`config.mk`:
```
export PLATFORM = sky130hd
export DESIGN_NAME = cgcr_regs
export DESIGN_NICKNAME = d
export VERILOG_FILES = /design/src/design/cgcr_pkg.sv /design/src/design/cgcr_irq_ack.sv /design/src/design/cgcr_cnt_gate.sv /design/src/design/cgcr_regs.sv
export SDC_FILE = /design/constraint.sdc
export NUM_CORES = 1
export LEC_CHECK = 0
export BUFFER_PORTS_ARGS = -buffer_cell sky130_fd_sc_hd__buf_4
export CAP_MARGIN = 40
export CORE_MARGIN = 1
export CORE_UTILIZATION = 37
export DETAILED_ROUTE_END_ITERATION = 8
export HOLD_SLACK_MARGIN = 0.15
export PLACE_DENSITY = 0.79
export RECOVER_POWER = 50
export SLEW_MARGIN = 20
export SYNTH_ARGS = -nofsm -noshare
export SYNTH_HDL_FRONTEND = slang
export SYNTH_SLANG_ARGS = --single-unit
```
`constraint.sdc`:
```
create_clock -name clk -period 1.4 [get_ports clk]
set_input_delay 0.07 -clock clk [delete_from_list [all_inputs] [get_ports clk]]
set_output_delay 0.07 -clock clk [all_outputs]
set_load 0.1 [all_outputs]
```
`src/design/cgcr_pkg.sv`:
```
// Constants and types for the counter group register bank.
// Assumes one 100 MHz clock and an active-low async reset.
package cgcr_pkg;
    // Page offsets, byte addresses
    localparam logic [11:0] OFF_CAPS  = 12'he00;
    localparam logic [11:0] OFF_CTRL  = 12'he04;
    localparam logic [11:0] OFF_IIDR  = 12'he08;
    localparam logic [11:0] OFF_EVL0  = 12'he20;
    localparam logic [11:0] OFF_EVL1  = 12'he24;
    localparam logic [11:0] OFF_EVH0  = 12'he28;
    localparam logic [11:0] OFF_EVH1  = 12'he2c;
    localparam logic [11:0] OFF_IRQC  = 12'he50;
    localparam logic [11:0] OFF_IRQA  = 12'he54;
    localparam logic [11:0] OFF_CAPT  = 12'hd88;
    localparam int          ADDR_W    = 17;
    localparam int          PAGE_BIT  = 16;
    // Capability field positions, and the enable bit of written words
    localparam int CAP_TAG   = 24;
    localparam int CAP_SHARE = 23;
    localparam int CAP_CAPT  = 22;
    localparam int CAP_MSI   = 21;
    localparam int CAP_RELOC = 20;
    localparam int SIZE_LSB  = 8;
    localparam int CNTS_LSB  = 0;
    localparam int EN_BIT    = 0;
    // Build options of this group
    localparam logic       HAS_MSI  = 1'b1;
    localparam logic       HAS_TAG  = 1'b1;
    localparam logic       SHARED   = 1'b0;
    localparam logic       HAS_CAPT = 1'b1;
    localparam logic       RELOC    = 1'b1;
    localparam logic [5:0] SIZE_M1  = 6'h2f;
    localparam int         NUM_CNT  = 4;
    localparam logic [5:0] CNTS_M1  = 6'h03;
    // Identification, values arbitrary
    localparam logic [11:0] PRODUCT   = 12'h5a5;
    localparam logic [3:0]  VARIANT   = 4'h1;
    localparam logic [3:0]  MINOR_REV = 4'h2;
    localparam logic [3:0]  JEP_CONT  = 4'h6;
    localparam logic [6:0]  JEP_IDENT = 7'h2d;
    // Countable events bitmaps
    localparam logic [63:0] EV_LOW  = 64'h0000_0000_0000_00ff;
    localparam logic [63:0] EV_HIGH = 64'h0000_0000_0000_0003;
    // Register bus request
    typedef struct packed {
        logic              req;
        logic              we;
        logic [ADDR_W-1:0] addr;
        logic [31:0]       wdata;
    } cgcr_req_t;
    // MSI tag carried with a message
    typedef struct packed {
        logic        valid;
        logic [15:0] partition_id;
        logic [7:0]  monitor_group_id;
    } cgcr_msi_t;
    typedef enum logic [2:0] {
        ST_OFF   = 3'b001,
        ST_ON    = 3'b010,
        ST_DRAIN = 3'b100
    } cgcr_ack_st_t;
endpackage

```
`src/design/cgcr_irq_ack.sv`:
```
// Acknowledge tracker for the group interrupt enable.
// Assumes msi_busy is a level from the MSI engine on clk.
`timescale 1ns/100ps
module cgcr_irq_ack import cgcr_pkg::*; (
    input  wire logic clk,
    input  wire logic rstn,
    input  wire logic irq_en,
    input  wire logic msi_busy,
    output logic      ack_r,
    output logic      live_r
);
    cgcr_ack_st_t st_r;
    // Ack falls only once earlier MSIs have drained
    always_ff @(posedge clk or negedge rstn) begin
        if (!rstn) begin
            st_r <= ST_OFF;
        end else begin
            unique case (st_r)
                ST_OFF:   if (irq_en) st_r <= ST_ON;
                ST_ON:    if (!irq_en) st_r <= ST_DRAIN;
                ST_DRAIN: begin
                    if (irq_en) st_r <= ST_ON;
                    else if (!msi_busy) st_r <= ST_OFF;
                end
            endcase
        end
    end
    // Outputs follow the state one edge later
    always_ff @(posedge clk or negedge rstn) begin
        if (!rstn) begin
            ack_r  <= 1'b0;
            live_r <= 1'b0;
        end else begin
            ack_r  <= (st_r != ST_OFF);
            live_r <= (st_r == ST_ON) && irq_en;
        end
    end
endmodule

```
`src/design/cgcr_cnt_gate.sv`:
```
// Per-counter enable gating and interrupt cause detection.
// Assumes overflow pulses are one cycle wide on clk.
`timescale 1ns/100ps
module cgcr_cnt_gate import cgcr_pkg::*; (
    input  wire logic               clk,
    input  wire logic               rstn,
    input  wire logic               global_en,
    input  wire logic               irq_live,
    input  wire logic [NUM_CNT-1:0] cnt_en,
    input  wire logic [NUM_CNT-1:0] cnt_irq_en,
    input  wire logic [NUM_CNT-1:0] ovf,
    output logic      [NUM_CNT-1:0] count_en_r,
    output logic                    irq_r
);
    logic [NUM_CNT-1:0] cause;
    // Global enable overrides each counter enable
    for (genvar i = 0; i < NUM_CNT; i++) begin : g_cnt
        always_ff @(posedge clk or negedge rstn) begin
            if (!rstn) count_en_r[i] <= 1'b0;
            else count_en_r[i] <= global_en & cnt_en[i];
        end
        assign cause[i] = ovf[i] & cnt_irq_en[i];
    end
    // Interrupt pulse only while the group enable is live
    always_ff @(posedge clk or negedge rstn) begin
        if (!rstn) irq_r <= 1'b0;
        else irq_r <= irq_live & (|cause);
    end
endmodule

```
`src/design/cgcr_regs.sv`:
```
// Register bank of one performance counter group.
// Assumes bus and counter signals are on clk; reads answer next edge.
//
// Summary of operation
// - Bit 24 reports MSI partition tagging support
// - Untagged group sends MSIs with zero tags
// - Bit 23 reports shared filter mode
// - Bit 22 reports capture; else capture is zero
// - Bit 21 reports MSI capability
// - Bit 20 relocates the capture trigger to page one
// - Bits 13:8 give legal counter width minus one
// - Bits 5:0 give counter count minus one
// - Group MSI support ignores core MSI flag
// - Global enable clear freezes all counters
// - Global enable overrides per-counter enables
// - Ident holds product, variant, revision, implementer
// - Implementer is continuation, zero, identification code
// - Implemented ident never has zero implementer
// - Low bitmap marks countable events 0 to 63
// - High bitmap marks countable events 64 to 127
// - Interrupt control bit 0 enables, rest zero
// - Interrupt needs group and counter enables
// - Enable clear acknowledged after MSIs drain
`timescale 1ns/100ps
module cgcr_regs import cgcr_pkg::*; (
    input  wire logic               clk,
    input  wire logic               rstn,
    input  wire cgcr_req_t          bus_req,
    output logic [31:0]             bus_rdata_r,
    output logic                    bus_ack_r,
    input  wire logic [NUM_CNT-1:0] cnt_enable,
    input  wire logic [NUM_CNT-1:0] cnt_irq_enable,
    input  wire logic [NUM_CNT-1:0] cnt_overflow,
    input  wire logic               msi_busy,
    input  wire cgcr_msi_t          msi_in,
    output cgcr_msi_t               msi_out_r,
    output logic [NUM_CNT-1:0]      count_enable_r,
    output logic                    group_irq_r,
    output logic                    capture_r,
    output logic                    irq_ack_r
);

    logic        ctrl_en_r;
    logic        irq_en_r;
    logic        irq_live;
    logic        on_page1;
    logic [11:0] offs;
    logic        rd;
    logic        wr;
    logic        capt_here;
    logic [31:0] caps;
    logic [31:0] iidr;
    logic [31:0] rdata_nxt;

    // Address split into page and offset
    assign on_page1 = bus_req.addr[PAGE_BIT];
    assign offs     = bus_req.addr[11:0];
    assign rd       = bus_req.req && !bus_req.we;
    assign wr       = bus_req.req && bus_req.we;

    // Capture trigger decodes on page one when relocated
    assign capt_here = (offs == OFF_CAPT)
                       && (on_page1 == RELOC);

    // Capability word; core MSI flag plays no part
    always_comb begin
        caps = 32'h0;
        caps[CAP_TAG]   = HAS_MSI & HAS_TAG;
        caps[CAP_SHARE] = SHARED;
        caps[CAP_CAPT]  = HAS_CAPT;
        caps[CAP_MSI]   = HAS_MSI;
        caps[CAP_RELOC] = RELOC;
        caps[SIZE_LSB +: 6] = SIZE_M1;
        caps[CNTS_LSB +: 6] = CNTS_M1;
    end

    // Identification word
    assign iidr = {PRODUCT, VARIANT, MINOR_REV,
                   JEP_CONT, 1'b0, JEP_IDENT};

    // Read mux; unmapped and other-page reads give zero
    always_comb begin
        rdata_nxt = 32'h0;
        if (!on_page1) begin
            unique case (offs)
                OFF_CAPS: rdata_nxt = caps;
                OFF_CTRL: rdata_nxt = {31'h0, ctrl_en_r};
                OFF_IIDR: rdata_nxt = iidr;
                OFF_EVL0: rdata_nxt = EV_LOW[31:0];
                OFF_EVL1: rdata_nxt = EV_LOW[63:32];
                OFF_EVH0: rdata_nxt = EV_HIGH[31:0];
                OFF_EVH1: rdata_nxt = EV_HIGH[63:32];
                OFF_IRQC: rdata_nxt = {31'h0, irq_en_r};
                OFF_IRQA: rdata_nxt = {31'h0, irq_ack_r};
                default:  rdata_nxt = 32'h0;
            endcase
        end
    end

    // Read answer, one cycle after the request
    always_ff @(posedge clk or negedge rstn) begin
        if (!rstn) begin
            bus_rdata_r <= 32'h0;
            bus_ack_r   <= 1'b0;
        end else begin
            bus_ack_r   <= bus_req.req;
            bus_rdata_r <= rd ? rdata_nxt : 32'h0;
        end
    end

    // Global counting enable; other offsets never touch it
    always_ff @(posedge clk or negedge rstn) begin
        if (!rstn) begin
            ctrl_en_r <= 1'b0;
        end else if (wr && !on_page1 && offs == OFF_CTRL) begin
            ctrl_en_r <= bus_req.wdata[EN_BIT];
        end
    end

    // Group interrupt enable
    always_ff @(posedge clk or negedge rstn) begin
        if (!rstn) begin
            irq_en_r <= 1'b0;
        end else if (wr && !on_page1 && offs == OFF_IRQC) begin
            irq_en_r <= bus_req.wdata[EN_BIT];
        end
    end

    // Capture pulse, only when capture is built in
    always_ff @(posedge clk or negedge rstn) begin
        if (!rstn) begin
            capture_r <= 1'b0;
        end else begin
            capture_r <= HAS_CAPT && wr && capt_here
                         && bus_req.wdata[EN_BIT];
        end
    end

    // MSI tags pass only when tagging is supported
    always_ff @(posedge clk or negedge rstn) begin
        if (!rstn) begin
            msi_out_r <= '0;
        end else begin
            msi_out_r.valid <= HAS_MSI & msi_in.valid;
            msi_out_r.partition_id <= HAS_TAG ?
                msi_in.partition_id : 16'h0;
            msi_out_r.monitor_group_id <= HAS_TAG ?
                msi_in.monitor_group_id : 8'h0;
        end
    end

    // Enable acknowledge and interrupt liveness
    cgcr_irq_ack u_ack (
        .clk      (clk),
        .rstn     (rstn),
        .irq_en   (irq_en_r),
        .msi_busy (msi_busy),
        .ack_r    (irq_ack_r),
        .live_r   (irq_live)
    );

    // Counter gating and interrupt cause; enable masks the live lag
    cgcr_cnt_gate u_gate (
        .clk        (clk),
        .rstn       (rstn),
        .global_en  (ctrl_en_r),
        .irq_live   (irq_live && irq_en_r),
        .cnt_en     (cnt_enable),
        .cnt_irq_en (cnt_irq_enable),
        .ovf        (cnt_overflow),
        .count_en_r (count_enable_r),
        .irq_r      (group_irq_r)
    );
endmodule

```
Word level (Yosys, flattened, before mapping)
Index checks and enable logic that the tools add are counted.
{"block": "totals", "reg_bits": 71, "in_bits": 91, "output_inout_bits": 65, "elab_cells": 62}
{"block": "classes", "n_eq_ne": 15, "mux": 8, "n_bitwise": 9, "n_reduce_logical": 14}
{"operator": "case mux 31 bit (7 select lines)", "n": 1}
{"operator": "== test 12 bit, second input constant", "n": 8}
{"operator": "two-way mux 32 bit", "n": 2}
{"operator": "two-way mux 3 bit", "n": 4}
{"operator": "logical AND 1 bit", "n": 10}
{"operator": "bitwise AND 1 bit", "n": 9}
{"operator": "case mux 3 bit (3 select lines)", "n": 1}
{"operator": "inequality test 2 bit, second input constant", "n": 2}
{"operator": "OR reduction 4 bit", "n": 1}
{"operator": "== test 3 x 1 -> 1 bit, second input constant", "n": 1}
{"operator": "== test 3 x 2 -> 1 bit, second input constant", "n": 1}
{"operator": "== test 3 bit, second input constant", "n": 1}
{"operator": "inequality test 3 x 1 -> 1 bit, second input constant", "n": 1}
{"operator": "inequality test 3 bit, second input constant", "n": 1}
{"operator": "AND reduction 3 bit", "n": 1}
{"operator": "zero test 1 bit", "n": 2}

Depth between registers and ports, before layout
{"block": "logic_depth", "ltp_word": 4, "mapped_depth": 4, "ltp_nobuf": 4}

Cells and area by module
From an unflattened synthesis, not the netlist that was laid out.
{"block": "unflattened", "cells_unflattened": 134, "area_unflattened_um2": 1774.2}
{"module": "cgcr_regs", "n_inst": 1, "cells_each": 105, "area_each_um2": 1383.8, "seq_area_each_um2": 900.9}
{"module": "cgcr_irq_ack", "n_inst": 1, "cells_each": 17, "area_each_um2": 217.7, "seq_area_each_um2": 126.4}
{"module": "cgcr_cnt_gate", "n_inst": 1, "cells_each": 12, "area_each_um2": 172.7, "seq_area_each_um2": 125.1}

Worst setup path after synthesis
No wires, ideal clock.
{"block": "synth_path", "kind": "register -> register", "startpoint": "register u_ack.ack_r", "endpoint": "register bus_rdata_r[0]", "setup_time_ps": 67, "t_arrival_ps": 1656, "t_required_ps": 1333, "setup_slack_ps": -323, "stages_incl_launch_ff": 5, "n_path_buf": 0, "period_less_slack_ps": 1723, "path_cell_list": "dfrtp_1 mux2i_1 or3_1 o211ai_1 a41o_1"}
{"block": "synth_via", "elab_chain_cells": 3}
{"item": "start, declared", "line": "cgcr_irq_ack.sv:9", "source": "output logic ack_r,"}
{"item": "start signal, assigned", "line": "cgcr_irq_ack.sv:34", "source": "ack_r <= (st_r != ST_OFF);"}
{"item": "case mux 31 bit (7 select lines)", "line": "cgcr_regs.sv:85", "source": "unique case (offs)"}
{"item": "two-way mux 32 bit", "line": "cgcr_regs.sv:84", "source": "if (!on_page1) begin"}
{"item": "two-way mux 32 bit", "line": "cgcr_regs.sv:107", "source": "bus_rdata_r <= rd ? rdata_nxt : 32'h0;"}
{"item": "end signal, assigned", "line": "cgcr_regs.sv:107"}
{"item": "end, declared", "line": "cgcr_regs.sv:29", "source": "output logic [31:0] bus_rdata_r,"}
Every way passes these cells.
A chain may end at the register's enable or synchronous reset.

Worst setup path after layout
{"block": "layout_path", "startpoint": "input bus_req[32] (netlist name)", "endpoint": "register bus_rdata_r[0]"}
{"block": "layout_via", "elab_chain_cells": 4, "elab_cells_between_ends": 10, "classes_between": "eq/ne (7); mux (3)"}
{"item": "start, declared", "line": "cgcr_regs.sv:28", "source": "input wire cgcr_req_t bus_req,"}
{"item": "== test 12 bit", "line": "cgcr_regs.sv:85"}
{"item": "case mux 31 bit (7 select lines) *", "line": "cgcr_regs.sv:85"}
{"item": "two-way mux 32 bit *", "line": "cgcr_regs.sv:84"}
{"item": "two-way mux 32 bit *", "line": "cgcr_regs.sv:107"}
Every way passes the cells marked *; elsewhere a longest branch is shown, timed or not.

==> impl_metrics.env <==
export IMPL_syn_area_um2=1760
export IMPL_synth_ff_latch_count=46
export IMPL_post_drt_wl_per_cell_um=13.2
export IMPL_max_vdd_ir_drop_mv=0.719
export IMPL_power_mw=3.42
export IMPL_synth_area_top_cells="dfrtp_1 64%, buf_4 11%, nor3_1 2.3%, nand2_1 1.9%, and2_1 1.8%"
export IMPL_cp_required_ns=1.62
export IMPL_synth_edf_count=0
export IMPL_clkSinkCount=46
export IMPL_cp_startpoint="bus_req[32]"
export IMPL_crit_type="in2reg"
export IMPL_dr_pass1_iters=7
export IMPL_numPortBuffers=110
export IMPL_synthDistinctLibCells=33
export IMPL_start_util_pct=39.3
export IMPL_coreArea_um2=4470
export IMPL_drt_iter0_drc=72
export IMPL_synth_top_cell_area_share_pct=64.0
export IMPL_wl_um=4510
export IMPL_drv_cap=0
export IMPL_worstPathArrival_ns=1.59
export IMPL_worstReg2RegStart="u_ack.ack_r"
export IMPL_nets=380
export IMPL_pre_cts_ws_ns=-0.235
export IMPL_htree_levels=2
export IMPL_cts_root_buffer="clkbuf_8"
export IMPL_cts_buffers=5
export IMPL_synth_top_cell_by_area="dfrtp_1"
export IMPL_worst_slack_ns=0.0311
export IMPL_grt_use_total_pct=18.0
export IMPL_fin_crit_ns=1.37
export IMPL_syn2layout_area_growth_pct=79.0
export IMPL_utilization_pct=70.4
export IMPL_cts_tree="done"
export IMPL_synthCells=136
export IMPL_routed_via_density=4.48
export IMPL_worst_slew_pin_slew_ns=0.553
export IMPL_p_per_area_nw_per_um2=1090
export IMPL_clk_insertion_delay_late_ns=0.29
export IMPL_relSlewSlack_pct=63.1
export IMPL_avgSynthCellArea_um2=12.9
export IMPL_ys_seq_area_share_pct=65.5
export IMPL_vias=1531
export IMPL_ys_flop_type="dfrtp_1"
export IMPL_num_io_pins=156
export IMPL_post_route_drc_count=11
export IMPL_outcome="finished with violations"
export IMPL_critPathCapture="bus_rdata_r[0]"
export IMPL_clkTransAtPathRegs_ns=0.08
export IMPL_die_area_um2=5030
export IMPL_rrSetupSlack_ns=0.24
export IMPL_reg2reg_depth=4
export IMPL_fin_skew_ns=0.00535
export IMPL_synth_most_common_cell="dfrtp_1"
export IMPL_hold_ws_ns=0.0915
export IMPL_yosysWarnings=0
export IMPL_fillers=334
export IMPL_drive_gt1_share_pct=48.3
export IMPL_die_y_um=71.0
export IMPL_grt_pass1_wl_um=6800
export IMPL_rows=24
export IMPL_gp_congestion=0.845
export IMPL_p_leak_nw=1.56
export IMPL_antenna_found_initial=0
export IMPL_dpl_hpwl_um=2900
export IMPL_ant_nets=0
export IMPL_grt_max_degree=47
export IMPL_n_antenna_cell=0
export IMPL_multi_input_area_um2=463
export IMPL_end_kind="flip-flop"
export IMPL_synth_common_cells="45 x dfrtp_1, 25 x buf_4, 9 x nand2_1"
export IMPL_synthArstFlopShare_pct=100
export IMPL_hold_path_class="in2reg"
export IMPL_clock_fmax_mhz=731
export IMPL_violations="design-rule violations"
export IMPL_grt_pass1_vias=1459
export IMPL_worstSetupStartpointType="primary input"
export IMPL_period_share_pct=97.8
export IMPL_drv_slew=0
export IMPL_clockBufferDepth=2
export IMPL_gr_total_overflow=0
export IMPL_seq_area_um2=1160
export IMPL_cp_max_fo=2
export IMPL_die_w_um=71.0
export IMPL_timing_hold_violations_final=0
export IMPL_postCtsHoldBufs=45
export IMPL_setup_violations=0
export IMPL_rr_endpoint="bus_rdata_r[0]"
## layer usage
layer	routed length [µm]	vias to the layer above	share of wire [%]	GRT usage [%]
met1	1590	722	35	19.5
met3	295	11	6.5	4.99
met4	77	0	1.7	6.67
met5	0	-	0	0
met2	2540	70	56	33.3
li1	-	728	-	-
## metrics by stage
stage          instance area (µm²)  instances  setup TNS [ns]
2_1_floorplan                 1810        145          -0.129
3_3_place_gp                  2560        288          -0.360
3_5_place_dp                  2560        288          -0.429
4_1_cts                       3120        341               0
5_1_grt                       3150        342        -0.00848
6_report                      3150        342               0
## state kept, by name, summed over array words and instances, names as in the netlist
| register | count |
|---|---|
| u_ack.ack_r | 1 |
| capture_r | 1 |
| msi_out_r | 25 |
| u_ack.st_r | 3 |
| irq_en_r | 1 |
| bus_ack_r | 1 |
| bus_rdata_r | 7 |
| u_gate.irq_r | 1 |
| ctrl_en_r | 1 |
| u_gate.count_en_r | 4 |
| u_ack.live_r | 1 |
## worst min path at each step
stage | from | endpoint | slack (ns) | cells past startpoint
3_3_place_gp | rstn | bus_ack_r | 0.11 | 1
3_5_place_dp | rstn | bus_ack_r | 0.11 | 1
4_1_cts | bus_req[37] | bus_rdata_r[5] | 0.07 | 3
5_1_grt | bus_req[37] | bus_rdata_r[5] | 0.09 | 3
6_report | bus_req[37] | bus_rdata_r[5] | 0.09 | 3
2_1_floorplan | rstn | bus_ack_r | -0.23 | 0
## final cells by class
type	instances	area share (%)
timing repair buffer	164	42.7
sequential	46	36.8
multi-input combinational	70	14.7
clock buffer	6	2.30
tap	52	2.07
clock inverter	2	1.19
inverter	2	0.238
## worst max-delay path, stage by stage
cell	delay [ns]
buf_4	0.11
dlygate4sd3_1	0.55
nor2_1	0.12
dlygate4sd3_1	0.58
a41o_1	0.16
## power breakdown
group	internal, mW	switching (mW)	total [mW]
registers	1.42	0.0903	1.51
logic	0.336	0.620	0.955
clock network	0.532	0.422	0.955
## layout by cell type, fill, tap and decap left out, drive strengths merged, types with 2 or more instances in the layout
cell          n
buf          94
dlygate4sd3  45
dfrtp        45
clkbuf       31
conb         10
nand2         9
nor3          8
nor2          5
and2          5
nor3b         3
mux2          3
nand4         2
inv           2
nand3         2
nand3b        2
mux2i         2
o211ai        2
a22oi         2
or3           2
a21oi         2
## cell families after synthesis
| family | synth area share, % |
|---|---|
| XOR/XNOR | 0.996 |
| AND/OR/NAND/NOR | 15.6 |
| other | 0.213 |
| multiplexers | 3.06 |
| buffers and inverters | 11.5 |
| flip-flops | 65.5 |
| AO/OA/AOI/OAI | 3.13 |
## repair_timing
action                                  CTS  global route
buffers inserted                          0             1
endpoints found under the hold margin    87             3
resized for setup                         0             4
endpoints found under the setup margin    0             1
No activity file was read; power rests on OpenSTA's default activity.
